$ cat config.mk
export PLATFORM = sky130hd
export DESIGN_NAME = vbc_regs
export DESIGN_NICKNAME = d
export VERILOG_FILES = /design/src/core/vbc_pkg.sv /design/src/core/vbc_irq_pin.sv /design/src/core/vbc_regs.sv
export VERILOG_INCLUDE_DIRS = /design/src /design/src/core
export SDC_FILE = /design/constraint.sdc
export NUM_CORES = 1
export LEC_CHECK = 0
export ABC_AREA = 1
export BUFFER_PORTS_ARGS = -buffer_cell sky130_fd_sc_hd__buf_2
export CAP_MARGIN = 0
export CORE_UTILIZATION = 59
export DETAILED_ROUTE_END_ITERATION = 12
export GPL_ROUTABILITY_DRIVEN = 0
export PLACE_DENSITY = 0.85
export SLEW_MARGIN = 20
export SYNTH_ARGS = -nofsm -noshare
export SYNTH_HDL_FRONTEND = slang
export SYNTH_SLANG_ARGS = --single-unit
$ cat constraint.sdc
create_clock -name clock -period 5 [get_ports clock]
set_clock_uncertainty 0.15 [all_clocks]
set_input_delay 1 -clock clock [delete_from_list [all_inputs] [get_ports clock]]
set_output_delay 1 -clock clock [all_outputs]
set_load 0.005 [all_outputs]
$ cat src/core/vbcirq_cfg.svh
// Constants for the vertical blank, chroma control and interrupt B register slice.
// Behaviour
// - Blank end byte is signed line offset.
// - Blank output ends at adjusted end line.
// - Adjusted end times the luma bypass window.
// - Non-adaptive comb decode from enable and mode.
// - Adaptive comb picks coefficients and fallback.
// - Standard selects default adaptive comb setting.
// - Oscillator reset bit pulses, reads zero.
// - Phase reset flagged on next designated line.
// - Auto chroma gain field decoded four ways.
// - Chroma filter select picks output bandwidth.
// - Clear register zeroes status bits written one.
// - Eight sources share bit positions everywhere.
// - Mask gates pin; masks reset to zero.
// - Status records events regardless of mask.
// - Pin active when status AND mask nonzero.
// - Config bit zero selects polarity, default high.
// - Active low: pull low or float.
// - Active high: drive high or low.
// - Standard blank lines come from fixed table.
// - Latched flags readable in status register.
`ifndef VBCIRQ_CFG_SVH
`define VBCIRQ_CFG_SVH

// ****************************************************************
// Register offsets
// ****************************************************************
`define VBC_OFS_VBLANK_END 8'h19
`define VBC_OFS_CHROMA_ONE 8'h1A
`define VBC_OFS_CHROMA_TWO 8'h1B
`define VBC_OFS_IRQ_CLEAR 8'h1C
`define VBC_OFS_IRQ_MASK 8'h1D
`define VBC_OFS_IRQ_CONFIG 8'h1E
`define VBC_OFS_IRQ_STATUS 8'h85

// ****************************************************************
// Field positions and reset values
// ****************************************************************
`define VBC_C1_OSC_RESET_BIT 4
`define VBC_RST_VBLANK_END 8'h00
`define VBC_RST_C1_NTSC 8'h2C
`define VBC_RST_C1_PAL 8'h6C
`define VBC_RST_CHROMA_TWO 2'h0
`define VBC_RST_MASK 8'h00
`define VBC_RST_POLARITY 1'h1

// ****************************************************************
// Blanking table in half lines (NTSC odd/even, PAL, M-PAL)
// ****************************************************************
`define VBC_NTSC_ODD_END 11'h02A
`define VBC_NTSC_EVEN_END 11'h239
`define VBC_PAL_ODD_END 11'h02F
`define VBC_PAL_EVEN_END 11'h29E
`define VBC_MPAL_ODD_END 11'h02A
`define VBC_MPAL_EVEN_END 11'h239
`define VBC_LINE_STEP 11'h002

`endif

$ cat src/core/vbc_pkg.sv
// Types for the vertical blank, chroma control and interrupt B register slice.
package vbc_pkg;
	typedef enum logic [1:0] {VBC_STD_NTSC, VBC_STD_PAL, VBC_STD_MPAL} vbc_std_t;
	typedef enum logic [2:0] {VBC_COMB_OFF, VBC_COMB_3QHQ, VBC_COMB_3101, VBC_COMB_2LINE,
		VBC_COMB_AD_QHQ_2L, VBC_COMB_AD_QHQ_NONE, VBC_COMB_AD_101_2L,
		VBC_COMB_AD_101_NONE} vbc_comb_t;
	typedef enum logic [1:0] {VBC_GAIN_ON, VBC_GAIN_RSVD, VBC_GAIN_OFF, VBC_GAIN_FROZEN} vbc_gain_t;
	typedef struct packed {
		logic wr;
		logic rd;
		logic [7:0] addr;
		logic [7:0] wdata;
	} vbc_host_req_t;
	typedef struct packed {
		vbc_comb_t comb;
		vbc_gain_t gain;
		logic [1:0] bw_sel;
		logic osc_reset;
		logic bypass_active;
		logic blank_out;
	} vbc_video_ctl_t;
endpackage

$ cat src/core/vbc_irq_pin.sv
// Interrupt B pin driver with selectable polarity and drive style.
`timescale 1ns/100ps
`include "vbcirq_cfg.svh"
module vbc_irq_pin
(
	input wire logic clock,
	input wire logic rst_b,
	input wire logic active,
	input wire logic pol_high,
	output logic pin_out,
	output logic pin_oe
);
	logic nxt_out;
	logic nxt_oe;
	logic out_ff;
	logic oe_ff;

	// Open collector when low-active so several devices may share the wire.
	always_comb
	begin
		if (pol_high)
		begin
			nxt_out = active;
			nxt_oe = 1'b1;
		end
		else
		begin
			nxt_out = 1'b0;
			nxt_oe = active;
		end
	end

	// Registered so the pin never glitches on decode.
	always_ff @(posedge clock or negedge rst_b)
	begin
		if (!rst_b)
		begin
			out_ff <= 1'b0;
			oe_ff <= 1'b1;
		end
		else
		begin
			out_ff <= nxt_out;
			oe_ff <= nxt_oe;
		end
	end

	assign pin_out = out_ff;
	assign pin_oe = oe_ff;
endmodule // vbc_irq_pin

$ cat src/core/vbc_regs.sv
// Register bank for blank end, chroma control and interrupt channel B.
`timescale 1ns/100ps
`include "vbcirq_cfg.svh"
module vbc_regs
(
	input wire logic clock,
	input wire logic rst_b,
	input vbc_pkg::vbc_host_req_t host_req,
	output logic [7:0] host_rdata,
	input wire vbc_pkg::vbc_std_t video_std,
	input wire logic field_odd,
	input wire logic [10:0] half_line,
	input wire logic line_start,
	input wire logic marker_line,
	input wire logic gp_pin_blank_sel,
	input wire logic [7:0] irq_events,
	output vbc_pkg::vbc_video_ctl_t video_ctl,
	output logic phase_reset_flag,
	output logic irq_active,
	output logic irq_pin_out,
	output logic irq_pin_oe
);
	import vbc_pkg::*;

	// ****************************************************************
	// State
	// ****************************************************************
	logic [7:0] vblank_end_ff, nxt_vblank_end;
	logic [7:0] chroma_one_ff, nxt_chroma_one;
	logic [1:0] chroma_two_ff, nxt_chroma_two;
	logic [7:0] mask_ff, nxt_mask;
	logic pol_ff, nxt_pol;
	logic [7:0] status_ff, nxt_status;
	logic [7:0] rdata_ff, nxt_rdata;
	logic pend_ff, nxt_pend;
	logic flag_ff, nxt_flag;
	logic osc_ff, nxt_osc;
	logic active_ff, nxt_active;
	logic blank_ff, nxt_blank;
	logic std_seen_ff, nxt_std_seen;
	vbc_video_ctl_t ctl_ff, nxt_ctl;
	logic [10:0] end_line;
	logic [10:0] adj_end;
	logic [7:0] clr_bits;
	logic wr_c1;
	vbc_comb_t comb;

	assign wr_c1 = host_req.wr && host_req.addr == `VBC_OFS_CHROMA_ONE;

	// ****************************************************************
	// Blanking window timing
	// ****************************************************************

	// Standard end line in half lines, picked by standard and field.
	always_comb
	begin
		unique case (video_std)
			VBC_STD_NTSC: end_line = field_odd ? `VBC_NTSC_ODD_END : `VBC_NTSC_EVEN_END;
			VBC_STD_PAL: end_line = field_odd ? `VBC_PAL_ODD_END : `VBC_PAL_EVEN_END;
			VBC_STD_MPAL: end_line = field_odd ? `VBC_MPAL_ODD_END : `VBC_MPAL_EVEN_END;
			default: end_line = field_odd ? `VBC_NTSC_ODD_END : `VBC_NTSC_EVEN_END;
		endcase
		// Signed byte times two half lines; wrap is left to the line counter.
		adj_end = end_line + 11'({{3{vblank_end_ff[7]}}, vblank_end_ff} <<< 1);
	end

	// The window opens at the first half line of the field and closes at the adjusted end.
	always_comb
	begin
		nxt_blank = blank_ff;
		if (line_start)
		begin
			if (half_line == adj_end)
				nxt_blank = 1'b0;
			else if (half_line == 11'h000)
				nxt_blank = 1'b1;
		end
	end

	// ****************************************************************
	// Host writes
	// ****************************************************************
	always_comb
	begin
		nxt_vblank_end = vblank_end_ff;
		nxt_chroma_one = chroma_one_ff;
		nxt_chroma_two = chroma_two_ff;
		nxt_mask = mask_ff;
		nxt_pol = pol_ff;
		nxt_std_seen = 1'b1;
		clr_bits = 8'h00;
		// Chroma control one defaults depend on the standard seen just after reset.
		if (!std_seen_ff)
			nxt_chroma_one = (video_std == VBC_STD_NTSC) ? `VBC_RST_C1_NTSC
				: `VBC_RST_C1_PAL;
		if (host_req.wr)
		begin
			unique case (host_req.addr)
				`VBC_OFS_VBLANK_END: nxt_vblank_end = host_req.wdata;
				`VBC_OFS_CHROMA_ONE: nxt_chroma_one = host_req.wdata & 8'hEF;
				`VBC_OFS_CHROMA_TWO: nxt_chroma_two = host_req.wdata[1:0];
				`VBC_OFS_IRQ_CLEAR: clr_bits = host_req.wdata;
				`VBC_OFS_IRQ_MASK: nxt_mask = host_req.wdata;
				`VBC_OFS_IRQ_CONFIG: nxt_pol = host_req.wdata[0];
				default: ;
			endcase
		end
		// Events set regardless of mask, and win over a same-cycle clear.
		nxt_status = (status_ff & ~clr_bits) | irq_events;
	end

	// ****************************************************************
	// Oscillator reset and genlock phase marker
	// ****************************************************************
	always_comb
	begin
		nxt_osc = wr_c1 && host_req.wdata[`VBC_C1_OSC_RESET_BIT];
		nxt_pend = pend_ff;
		nxt_flag = 1'b0;
		if (pend_ff && marker_line)
		begin
			nxt_flag = 1'b1;
			nxt_pend = 1'b0;
		end
		if (nxt_osc)
			nxt_pend = 1'b1;
		nxt_active = |(nxt_status & nxt_mask);
	end

	// ****************************************************************
	// Decode of chroma controls
	// ****************************************************************
	always_comb
	begin
		if (chroma_one_ff[3])
		begin
			unique case (chroma_one_ff[6:5])
				2'h0: comb = VBC_COMB_AD_QHQ_2L;
				2'h1: comb = VBC_COMB_AD_QHQ_NONE;
				2'h2: comb = VBC_COMB_AD_101_2L;
				2'h3: comb = VBC_COMB_AD_101_NONE;
			endcase
		end
		else if (!chroma_one_ff[2])
			comb = VBC_COMB_OFF;
		else if (chroma_one_ff[7])
			comb = VBC_COMB_2LINE;
		else
			comb = chroma_one_ff[6] ? VBC_COMB_3101 : VBC_COMB_3QHQ;
		nxt_ctl.comb = comb;
		nxt_ctl.gain = vbc_gain_t'(chroma_one_ff[1:0]);
		nxt_ctl.bw_sel = chroma_two_ff;
		nxt_ctl.osc_reset = osc_ff;
		nxt_ctl.bypass_active = blank_ff;
		nxt_ctl.blank_out = blank_ff && gp_pin_blank_sel;
	end

	// ****************************************************************
	// Read data; reserved bits and the clear register read zero
	// ****************************************************************
	always_comb
	begin
		nxt_rdata = rdata_ff;
		if (host_req.rd)
		begin
			unique case (host_req.addr)
				`VBC_OFS_VBLANK_END: nxt_rdata = vblank_end_ff;
				`VBC_OFS_CHROMA_ONE: nxt_rdata = chroma_one_ff;
				`VBC_OFS_CHROMA_TWO: nxt_rdata = {6'h00, chroma_two_ff};
				`VBC_OFS_IRQ_MASK: nxt_rdata = mask_ff;
				`VBC_OFS_IRQ_CONFIG: nxt_rdata = {7'h00, pol_ff};
				`VBC_OFS_IRQ_STATUS: nxt_rdata = status_ff;
				default: nxt_rdata = 8'h00;
			endcase
		end
	end

	// Only registering happens here.
	always_ff @(posedge clock or negedge rst_b)
	begin
		if (!rst_b)
		begin
			vblank_end_ff <= `VBC_RST_VBLANK_END;
			chroma_one_ff <= `VBC_RST_C1_NTSC;
			chroma_two_ff <= `VBC_RST_CHROMA_TWO;
			mask_ff <= `VBC_RST_MASK;
			pol_ff <= `VBC_RST_POLARITY;
			status_ff <= 8'h00;
			rdata_ff <= 8'h00;
			pend_ff <= 1'b0;
			flag_ff <= 1'b0;
			osc_ff <= 1'b0;
			active_ff <= 1'b0;
			blank_ff <= 1'b0;
			std_seen_ff <= 1'b0;
			ctl_ff <= '0;
		end
		else
		begin
			vblank_end_ff <= nxt_vblank_end;
			chroma_one_ff <= nxt_chroma_one;
			chroma_two_ff <= nxt_chroma_two;
			mask_ff <= nxt_mask;
			pol_ff <= nxt_pol;
			status_ff <= nxt_status;
			rdata_ff <= nxt_rdata;
			pend_ff <= nxt_pend;
			flag_ff <= nxt_flag;
			osc_ff <= nxt_osc;
			active_ff <= nxt_active;
			blank_ff <= nxt_blank;
			std_seen_ff <= nxt_std_seen;
			ctl_ff <= nxt_ctl;
		end
	end

	// Pin driver registers once more; the active flag is one cycle ahead of the pin.
	vbc_irq_pin u_pin
	(
		.clock(clock),
		.rst_b(rst_b),
		.active(active_ff),
		.pol_high(pol_ff),
		.pin_out(irq_pin_out),
		.pin_oe(irq_pin_oe)
	);

	assign host_rdata = rdata_ff;
	assign video_ctl = ctl_ff;
	assign phase_reset_flag = flag_ff;
	assign irq_active = active_ff;
endmodule // vbc_regs

==> metrics.md, run 1 <==
| Metric | Value |
|---|---|
| CTS Hold Bufs | `0` |
| Synth Warn # | `0` |
| Setup-failing EPs final | `0` |
| IO Port Bufs | `66` |
| Nets | `553` |
| Vias | `2,980` |
| RSZ-0062 raised after global routing | `no` |
| Via-per-instance ratio | `5.19` |
| Hold_ws | `0.206 ns` |
| Synth area leaders | `dfrtp_1 43%, nand2_1 16%, inv_1 8.0%, o21ai_0 5.4%, dfstp_2 4.0%` |
| Later-pin clock latency in the skew report | `0.34 ns` |
| Inst Count DP | `roughly 560` |
| DRT antenna net count | `0` |
| Clock Tree Buf Depth | `2` |
| TNS Setup | `0 ns` |
| Syn_nets | `479` |
| Total gr overflow | `0` |
| Worst-path fanout max | `3` |
| CTS clk-pin slew, worst paths | `0.07 ns` |
| Top-area cell type share of the netlist area | `0.428` |
| Post-synth top flop | `dfrtp_1` |
| Row count | `26` |
| P per Cell Area | `293 nW/µm²` |
| Max Slew Vio Count | `0` |
| Worst r2r src | `vblank_end_ff[0]` |
| Post-layout util | `0.743` |
| Max Cap Violations | `0` |
| Min-delay worst type | `register to register` |
| Crit path time final | `3.03 ns` |
| Residual DRC | `0` |
| FMAX | `330 MHz` |
| Top delay family on crit path | `simple AND/OR/NAND/NOR gates` |
| Clock root buffer | `clkbuf_8` |
| Slew margin rel. | `0.446` |
| Worst slew pin tran | `slightly above 0.8 ns` |
| CTS Buf Count | `9` |
| Post-synth top cells | `140 x nand2_1, 70 x inv_1, 56 x dfrtp_1, 35 x o21ai_0, 21 x nor2_1` |
| CP endpoint kind | `register` |
| Crit path largest cell delay | `between 0.4 and 0.5 ns` |
| HP Start | `osc_ff` |
| WL/cell | `roughly 13 µm` |
| Layout cells sized above 1 | `0.208` |
| Number of diodes | `0` |
| Die Height | `~76 µm` |
| Starting density of the core | `0.625` |
| First-pass GRT wire length | `12,700 µm` |
| Power, Total | `between 1 and 1.5 mW` |
| H-tree Lvls | `3` |
| Die area | `between 5000 and 6000 µm²` |
| CP dominant cell by count | `nand2_1` |
| Maximum VDD drop | `0.186 mV` |
| Mapped Area | `3270 µm²` |
| Cell variety after synth | `38` |
| Final hold violations | `0` |
| Slowest-stage cell, CP | `fa_1` |
| Critical path arrival | `~3.1 ns` |
| CP bufs+invs | `5` |
| Total track usage | `0.280` |
| Startpoint Class | `input port` |
| Vias in the first global route | `2,798` |
| Die Width | `76.5 µm` |
| Post-synthesis register bit count | `61` |
| Final WL | `7590 µm` |
| CP cell instances | `buf_2 > inv_1 > nor2_1 > inv_1 > ha_1 > inv_1 > ha_1 > inv_1 > fa_1 > nand2_1 > nand2_1 > nand2_1 > nand2_1 > nand2_1 > nand2_1 > nand2_1 > nand2_1 > nor2_1 > a21oi_1` |
| Worst endpoint required time | `between 5 and 6 ns` |
| Critical setup path kind | `input port to register` |
| Initial antenna violation count | `0` |
| Area leader, netlist | `dfrtp_1` |
| Leak Pwr | `2.15 nW` |
| Post-synthesis instance total | `425` |
| Average size of a mapped cell | `7.70 µm²` |
| CTS tree | `done` |
| Num ports | `67` |
| CP startpoint | `video_std[0]` |
| CORE AREA | `roughly 5200 µm²` |
| DP Wirelength | `5780 µm` |
| Post-synthesis sequential area ratio | `0.468` |
| Status | `finished, final reports clean` |
| Post-Layout Cell Count | `574` |
| Post-CTS setup buffer count | `0` |
| CTS sink cnt | `61` |
| Cell with the most instances after synthesis | `nand2_1` |
| Final Cycle Share | `0.607` |
| Detailed Routing Iterations Pass 1 | `5` |
| Initial DRC count | `around 220` |
| Resize count post-CTS | `0` |
| Ys async rst share | `1.00` |
| Layout area overhead | `18.9%` |
| Fill count | `416` |
| Largest net degree at the start of global routing | `about 40` |
| Post-synth EDFFs | `0` |
-- report_power, final --
| group | switching [mW] | total, mW | leakage (nW) | internal, mW |
|---|---|---|---|---|
| Sequential | 0.0118 | 0.524 | 0.767 | 0.512 |
| Clock | 0.190 | 0.485 | 0.111 | 0.295 |
| Combinational | 0.0808 | 0.130 | 1.27 | 0.0495 |
-- sequential cells by signal, summed over array words and instances, names as in the netlist, 2 cells and up --
register	cells
chroma_two_ff	2
mask_ff	8
chroma_one_ff	8
video_ctl	10
vblank_end_ff	8
status_ff	8
host_rdata	8
-- per-stage QoR --
step           cell area (µm²)  worst slack, ns
2_1_floorplan             3270             2.08
3_3_place_gp              3670             1.82
3_5_place_dp              3670             1.69
4_1_cts                   3890             1.98
5_1_grt                   3890             1.74
6_report                  3890             1.97
-- final cells by class --
| cell class | instances | area (µm²) | area share |
|---|---|---|---|
| clock buffer | 12 | 145 | 0.0373 |
| clock inverter | 4 | 73.8 | 0.0190 |
| inverter | 74 | 278 | 0.0714 |
| multi-input combinational | 286 | 1440 | 0.369 |
| sequential | 61 | 1530 | 0.394 |
| tap | 70 | 87.6 | 0.0225 |
| timing repair buffer | 67 | 338 | 0.0868 |
-- layer usage --
metal / routed length [µm] / track usage / vias to the layer above / share of wire
li1: - / - / 1493 / -
met1: 3430 / 0.370 / 1338 / 0.45
met2: 3490 / 0.447 / 135 / 0.46
met3: 547 / 0.0826 / 14 / 0.072
met4: 114 / 0.0808 / 0 / 0.015
met5: 0 / 0 / - / 0
-- placed cells by master (no fill, tap or decap), types with 5 or more instances in the layout --
| cell type | count |
|---|---|
| nand3_1 | 18 |
| clkbuf_8 | 10 |
| o21ai_1 | 10 |
| nor2_1 | 21 |
| ha_1 | 8 |
| xor2_1 | 5 |
| a21oi_1 | 5 |
| o22ai_1 | 5 |
| buf_2 | 66 |
| dfrtp_1 | 56 |
| nand2_1 | 140 |
| inv_1 | 70 |
| dfstp_2 | 5 |
| o21ai_0 | 35 |
-- kinds of logic (layout without fill, tap and decap cells) --
kind of cell    Yosys count  in the layout  share of synthesized area
simple gates            207            207                      0.280
flops                    61             61                      0.468
other cells               1              1                    0.00115
xor+xnor                  7              7                     0.0187
buf+inv                  78            157                     0.0925
fa+ha+maj                 9              9                     0.0367
compound gates           62             62                      0.103
-- path summary, 6_finish.rpt --
path | slack [ns] | end | depth (start not counted)
max | 1.97 | blank_ff | 19
min | 0.21 | video_ctl[2] | 0
max reg2reg | 2.91 | blank_ff | 13
min reg2reg | 0.21 | video_ctl[2] | 0
max in group asynchronous | 3.37 | chroma_one_ff[5] | 2
min in group asynchronous | 0.45 | host_rdata[5] | 1
Power figures use the tool's default switching activity.
==> inputs of run 2 (changes only) <==
--- a/config.mk
+++ b/config.mk
@@ -6,13 +6,13 @@
 export SDC_FILE = /design/constraint.sdc
 export NUM_CORES = 1
 export LEC_CHECK = 0
-export ABC_AREA = 1
+export ABC_AREA = 0
 export BUFFER_PORTS_ARGS = -buffer_cell sky130_fd_sc_hd__buf_2
 export CAP_MARGIN = 0
-export CORE_UTILIZATION = 59
+export CORE_UTILIZATION = 54
 export DETAILED_ROUTE_END_ITERATION = 12
 export GPL_ROUTABILITY_DRIVEN = 0
-export PLACE_DENSITY = 0.85
+export PLACE_DENSITY = 0.79
 export SLEW_MARGIN = 20
 export SYNTH_ARGS = -nofsm -noshare
 export SYNTH_HDL_FRONTEND = slang
==> constraint.sdc (replaced) <==
create_clock -name clock -period 3.12 [get_ports clock]
set_clock_uncertainty 0.15 [all_clocks]
set_input_delay 0.624 -clock clock [delete_from_list [all_inputs] [get_ports clock]]
set_output_delay 0.624 -clock clock [all_outputs]
set_load 0.005 [all_outputs]
==> run 2 against run 1 <==
Effect of this change:
- total power is 59% higher
- critical endpoint is now irq_active
- combinational power is 49% higher
- cell count is 25% lower
- highest routed layer unchanged
- worst hold slack worse by 0.017 ns
- clock-buffer cell count stayed put
- sequential power is 61% higher
- global-route usage is 1.5 points lower
- clock power is 59% higher
- flip-flop and latch count stayed put
- die area is 3.5% higher
- largest cell class unchanged
- via count is 17% lower
==> metrics.md, run 2 <==
| Metric | Value |
|---|---|
| Status | `finished, final reports clean` |
| Number of diodes | `0 (unchanged)` |
| DP Wirelength | `5370 µm (-7.0%)` |
| CP cell instances | `buf_2 > or4b_4 > or3_4 > or3_1 > a32o_1 > or4_1` |
| CTS clk-pin slew, worst paths | `0.07 ns (about the same)` |
| Synth Warn # | `0 (unchanged)` |
| Fill count | `432 (+3.8%)` |
| R2R depth | `8 (-5)` |
| Post-synth top cells | `56 x dfrtp_1, 23 x inv_1, 20 x mux2_2, 14 x nand2_1, 12 x xnor2_1` |
| Vias | `2,478 (-17%)` |
| Crit path largest cell delay | `0.56 ns (+0.15 ns)` |
| Slew margin rel. | `0.519 (+0.0727)` |
| Die area | `6050 µm² (+3.5%)` |
| Met2 WL post-DR | `3580 µm (+2.4%)` |
| Cell variety after synth | `58 (+53%)` |
| Final hold violations | `0 (unchanged)` |
| DRT antenna net count | `0 (unchanged)` |
| Slowest-stage cell, CP | `or4b_4` |
| RSZ-0062 raised after global routing | `no` |
| TNS Setup | `0 ns (unchanged)` |
| CTS Hold Bufs | `0 (unchanged)` |
| Total gr overflow | `0 (unchanged)` |
| Layout cells sized above 1 | `0.358 (+0.149)` |
| CTS sink cnt | `61 (unchanged)` |
| FMAX | `between 300 and 400 MHz` |
| Critical path arrival | `2.76 ns (-0.34 ns)` |
| Met1 WL | `3130 µm (-8.9%)` |
| Maximum VDD drop | `0.422 mV (+130%)` |
| Clock root buffer | `clkbuf_8` |
| Starting density of the core | `0.564 (-0.0612)` |
| Met3 Routed Length | `455 µm (-17%)` |
| Worst slew pin tran | `0.722 ns (-0.103 ns)` |
| Residual DRC | `0 (unchanged)` |
| Top-area cell type share of the netlist area | `0.452 (+0.0233)` |
| Leak Pwr | `1.80 nW (-16%)` |
| Die Width | `77.8 µm (+1.7%)` |
| Min-delay worst type | `input port to async pin` |
| Worst-case register-to-register setup slack | `0.85 ns (-2.06 ns)` |
| Final Cycle Share | `0.865` |
| P per Cell Area | `481 nW/µm² (+64%)` |
| Post-synth EDFFs | `0 (unchanged)` |
| CP endpoint kind | `register` |
| Hold_ws | `0.190 ns (-0.0167 ns)` |
| Nets | `407 (-26%)` |
| Mapped Area | `3100 µm² (-5.2%)` |
| Post-synth top flop | `dfrtp_1` |
| Commonest non-fill, non-tap cells in the layout | `66 x buf_2, 56 x dfrtp_1, 23 x inv_1, 20 x mux2_2, 14 x nand2_1` |
| Vias in the first global route | `2,478 (-11%)` |
| Setup-failing EPs final | `0 (unchanged)` |
| Synth area leaders | `dfrtp_1 45%, mux2_2 7.3%, dfstp_2 4.2%, xnor2_1 3.4%, ha_1 3.2%` |
| CTS Buf Count | `9 (unchanged)` |
| Critical setup path kind | `input port to register` |
| Top sig layer | `met4` |
| Syn_nets | `332 (-31%)` |
| Final WL | `7300 µm (-3.8%)` |
| Later-pin clock latency in the skew report | `0.34 ns (about the same)` |
| FF/Latch Area | `1530 µm² (unchanged)` |
| Crit path time final | `~2.7 ns` |
| H-tree Lvls | `3 (unchanged)` |
| IO Port Bufs | `66 (unchanged)` |
| Total track usage | `0.264 (-0.0154)` |
| CP bufs+invs | `1 (-4)` |
| Average size of a mapped cell | `11.2 µm² (+45%)` |
| Reg-to-reg critical path endpoint | `blank_ff` |
| CORE AREA | `5510 µm² (+5.1%)` |
| Startpoint Class | `input port` |
| Area leader, netlist | `dfrtp_1` |
| Via-per-instance ratio | `5.76 (+11%)` |
| Max FFs per register | `10 (unchanged)` |
| Worst endpoint required time | `3.18 ns (-1.89 ns)` |
| Ys async rst share | `1.00 (unchanged)` |
| Detailed Routing Iterations Pass 1 | `4 (-1)` |
| Commonest non-fill, non-tap cell in the layout | `buf_2` |
| Num ports | `67 (unchanged)` |
| Largest net degree at the start of global routing | `32 (-22%)` |
| WL/cell | `17.0 µm (+28%)` |
| CTS tree | `done` |
| First-pass GRT wire length | `12,000 µm (-5.7%)` |
| Clock Tree Buf Depth | `2 (unchanged)` |
| Post-CTS setup buffer count | `0 (unchanged)` |
| Max Cap Violations | `0 (unchanged)` |
| Cell with the most instances after synthesis | `dfrtp_1` |
| Max Slew Vio Count | `0 (unchanged)` |
| Layout area overhead | `21.3%` |
| Initial DRC count | `158 (-29%)` |
| Initial antenna violation count | `0 (unchanged)` |
| Post-synthesis sequential area ratio | `0.494 (+0.0255)` |
| Top delay family on crit path | `simple AND/OR/NAND/NOR gates` |
| Post-synthesis register bit count | `61 (unchanged)` |
| Die Height | `77.8 µm (+1.7%)` |
| Post-synthesis instance total | `278 (-35%)` |
| Worst-path fanout max | `12 (+9)` |
| Worst r2r src | `vblank_end_ff[0]` |
| Resize count post-CTS | `0 (unchanged)` |
| Area occupied by multi-input gates | `1440 µm² (+0.35%)` |
| Row count | `27 (+3.8%)` |
-- run 2: power by group --
| group | total, mW | internal [mW] | switching, mW |
|---|---|---|---|
| Combinational | 0.194 | 0.0911 | 0.103 |
| Clock | 0.772 | 0.471 | 0.301 |
| Sequential | 0.843 | 0.820 | 0.0232 |
| Total | 1.81 | 1.38 | 0.427 |
-- run 2: cell families (layout without fill, tap and decap cells) --
| kind of cell | count (synthesis) | in the layout | share of synthesized area |
|---|---|---|---|
| compound gates | 61 | 61 | 0.148 |
| other cells | 1 | 1 | 0.00121 |
| flops | 61 | 61 | 0.494 |
| buf+inv | 32 | 112 | 0.0415 |
| fa+ha+maj | 9 | 9 | 0.0387 |
| xor+xnor | 18 | 18 | 0.0508 |
| simple gates | 75 | 75 | 0.150 |
| mux | 21 | 21 | 0.0758 |
-- run 2: metal layers --
metal,GRT usage,vias up
li1,-,1171
met1,0.337,1208
met2,0.427,84
met3,0.0776,15
met4,0.0962,0
met5,0,-
-- run 2: metrics by stage --
stage | area, µm² | setup slack (ns) | instances | utilization | power (mW)
finish | 3760 | 0.420 | 430 | 0.683 | 1.81
global route | 3760 | 0.282 | 430 | 0.683 | 1.88
CTS | 3760 | 0.434 | 430 | 0.683 | 1.82
detailed placement | 3550 | 0.0803 | 414 | 0.644 | 1.05
global placement | 3550 | 0.122 | 414 | 0.644 | 1.04
floorplan | 3100 | 0.304 | 278 | - | 0.951
-- run 2: worst max-delay path by stage --
| stage | startpoint | endpoint | slack, ns | depth (start not counted) |
|---|---|---|---|---|
| 4_1_cts | host_req[13] | irq_active | 0.43 | 6 |
| 5_1_grt | video_std[1] | blank_ff | 0.28 | 12 |
| 6_report | host_req[13] | irq_active | 0.42 | 6 |
| 3_5_place_dp | host_req[13] | irq_active | 0.08 | 6 |
| 3_3_place_gp | host_req[13] | irq_active | 0.12 | 6 |
| 2_1_floorplan | host_req[13] | irq_active | 0.30 | 6 |
-- run 2: final cells by class --
class,instances,area share
Tap cell,72,0.0239
Timing Repair Buffer,73,0.105
Clock inverter,4,0.0193
Inverter,23,0.0229
Sequential cell,61,0.407
Clock buffer,12,0.0386
Multi-Input combinational cell,185,0.383
==> inputs of run 3 (changes only) <==
--- a/config.mk
+++ b/config.mk
@@ -9,6 +9,7 @@
 export ABC_AREA = 0
 export BUFFER_PORTS_ARGS = -buffer_cell sky130_fd_sc_hd__buf_2
 export CAP_MARGIN = 0
+export CORE_ASPECT_RATIO = 1.5
 export CORE_UTILIZATION = 54
 export DETAILED_ROUTE_END_ITERATION = 12
 export GPL_ROUTABILITY_DRIVEN = 0
==> run 3 against run 2 <==
Effect of this change:
- clock-buffer cell count fell by 3
- flip-flop and latch count did not move
- first-iteration DRC count fell by 17%
- global-route usage rose by 0.79 points
- critical path depth did not move
- worst hold slack improved by 0.011 ns
- die area rose by 0.10%
- core utilization barely moved
- register-to-register slack got worse by 0.04 ns
- total power rose by 0.76%
- combinational power barely moved
- largest cell class unchanged
- largest power group unchanged
==> metrics.md, run 3 (same netlist as run 2, synthesis figures left out) <==
| Metric | Value |
|---|---|
| Status | `finished, final reports clean` |
| Area occupied by multi-input gates | `1440 µm² (unchanged)` |
| First-pass GRT wire length | `12,000 µm (+0.52%)` |
| Worst-path fanout max | `12 (unchanged)` |
| DP Wirelength | `5740 µm (+6.7%)` |
| Row count | `33 (+22%)` |
| Initial antenna violation count | `0 (unchanged)` |
| Die Width | `63.9 µm (-18%)` |
| Layout area overhead | `21.0%` |
| Final WL | `7670 µm (+5.1%)` |
| Num ports | `67 (unchanged)` |
| Slew margin rel. | `0.495 (-0.0241)` |
| Total track usage | `0.272 (+0.00793)` |
| DRT antenna net count | `0 (unchanged)` |
| Critical setup path kind | `input port to register` |
| R2R depth | `8 (unchanged)` |
| Worst endpoint required time | `3.19 ns (about the same)` |
| Worst slew pin tran | `0.758 ns (+0.0361 ns)` |
| HP Start | `osc_ff` |
| TNS Setup | `0 ns (unchanged)` |
| Vias | `2,526 (+1.9%)` |
| CP endpoint kind | `register` |
| P per Cell Area | `485 nW/µm² (+1.0%)` |
| Commonest non-fill, non-tap cells in the layout | `66 x buf_2, 56 x dfrtp_1, 23 x inv_1, 20 x mux2_2, 14 x nand2_1` |
| Max Slew Vio Count | `0 (unchanged)` |
| Placed cell area | `3530 µm² (-0.42%)` |
| IO Port Bufs | `66 (unchanged)` |
| Clock root buffer | `clkbuf_8` |
| Final hold violations | `0 (unchanged)` |
| FMAX | `374 MHz (+0.96%)` |
| H-tree Lvls | `3 (unchanged)` |
| Number of diodes | `0 (unchanged)` |
| Startpoint Class | `input port` |
| Post-CTS setup buffer count | `0 (unchanged)` |
| Starting density of the core | `0.565 (+0.00154)` |
| RSZ-0062 raised after global routing | `no` |
| WHS Endpoint | `video_ctl[2]` |
| Die Height | `94.8 µm (+22%)` |
| CTS Hold Bufs | `0 (unchanged)` |
| Hold_ws | `0.200 ns (+0.0105 ns)` |
| Resize count post-CTS | `0 (unchanged)` |
| CP startpoint | `host_req[13]` |
| Leak Pwr | `1.80 nW (about the same)` |
| Min-delay worst type | `register to register` |
| Crit path time final | `2.67 ns (-0.0256 ns)` |
| Cell area after layout | `3750 µm² (-0.27%)` |
| Worst r2r src | `vblank_end_ff[0]` |
| Max Cap Violations | `0 (unchanged)` |
| Maximum VDD drop | `0.443 mV (+4.8%)` |
| WL/cell | `17.9 µm (+5.6%)` |
| Final Cycle Share | `0.857 (-0.00822)` |
| Critical path arrival | `2.75 ns (about the same)` |
| FF/Latch Area | `1530 µm² (unchanged)` |
| CTS tree | `done` |
| CTS clk-pin slew, worst paths | `0.08 ns (about the same)` |
| Fill count | `454 (+5.1%)` |
| Largest net degree at the start of global routing | `62 (+94%)` |
| Commonest non-fill, non-tap cell in the layout | `buf_2` |
| Vias in the first global route | `2,463 (-0.61%)` |
| Detailed Routing Iterations Pass 1 | `5 (+1)` |
| Nets | `407 (unchanged)` |
| Residual DRC | `0 (unchanged)` |
| Max FFs per register | `10 (unchanged)` |
| CORE AREA | `5490 µm² (-0.27%)` |
| Initial DRC count | `131 (-17%)` |
| Worst-case register-to-register setup slack | `0.81 ns (-0.04 ns)` |
| CTS Buf Count | `9 (unchanged)` |
| Inst Count DP | `412 (-0.48%)` |
| Post-Layout Cell Count | `428 (-0.47%)` |
| Layout cells sized above 1 | `0.363 (+0.00559)` |
| Die area | `6060 µm² (+0.10%)` |
| Later-pin clock latency in the skew report | `0.35 ns (about the same)` |
| Clock Tree Buf Depth | `2 (unchanged)` |
| Total gr overflow | `0 (unchanged)` |
| Via-per-instance ratio | `5.90 (+2.4%)` |
| Reg-to-reg critical path endpoint | `blank_ff` |
| Setup-failing EPs final | `0 (unchanged)` |
| CTS sink cnt | `61 (unchanged)` |
| Hold path depth | `0` |
run 3: changes by cell type in the layout (fill, tap and decap cells not counted), sizes merged:
cell    previous run  this run
clkinv             1         3
clkbuf            12         9
inv               23        24
run 3: layer usage:
layer	global-route usage	up-vias	share of wire
li1	-	1179	-
met1	0.304	1234	0.39
met2	0.479	90	0.53
met3	0.0531	23	0.041
met4	0.157	0	0.039
met5	0	-	0
run 3: cell type report:
type                    count  area share
inverters                  23      0.0230
repair buffers             73       0.102
multi-input cells         185       0.384
clock buffers               9      0.0330
well taps                  70      0.0233
clock inverters             7      0.0263
flip-flops and latches     61       0.408
run 3: report_power, final:
part           internal [mW]  switching (mW)
registers              0.819          0.0204
logic                 0.0896           0.105
clock network          0.453           0.335
total                   1.36           0.460
run 3: worst max-delay path: stages:
cell    delay, ns
buf_2        0.10
or4b_4       0.57
or3_4        0.43
or3_1        0.38
a32o_1       0.25
or4_1        0.39
run 3: how the worst max path moves through the flow:
stage / to / depth (start not counted)
after global placement: irq_active / 6
after detailed placement: irq_active / 6
final: irq_active / 6
after global routing: blank_ff / 12
after CTS: irq_active / 6
after floorplan: irq_active / 6
run 3: stage by stage:
| stage | power (mW) | utilization | worst slack (ns) |
|---|---|---|---|
| floorplan | 0.951 | - | 0.304 |
| global placement | 1.04 | 0.643 | 0.121 |
| detailed placement | 1.05 | 0.643 | 0.0869 |
| CTS | 1.83 | 0.684 | 0.465 |
| global route | 1.89 | 0.684 | 0.291 |
| finish | 1.82 | 0.684 | 0.445 |
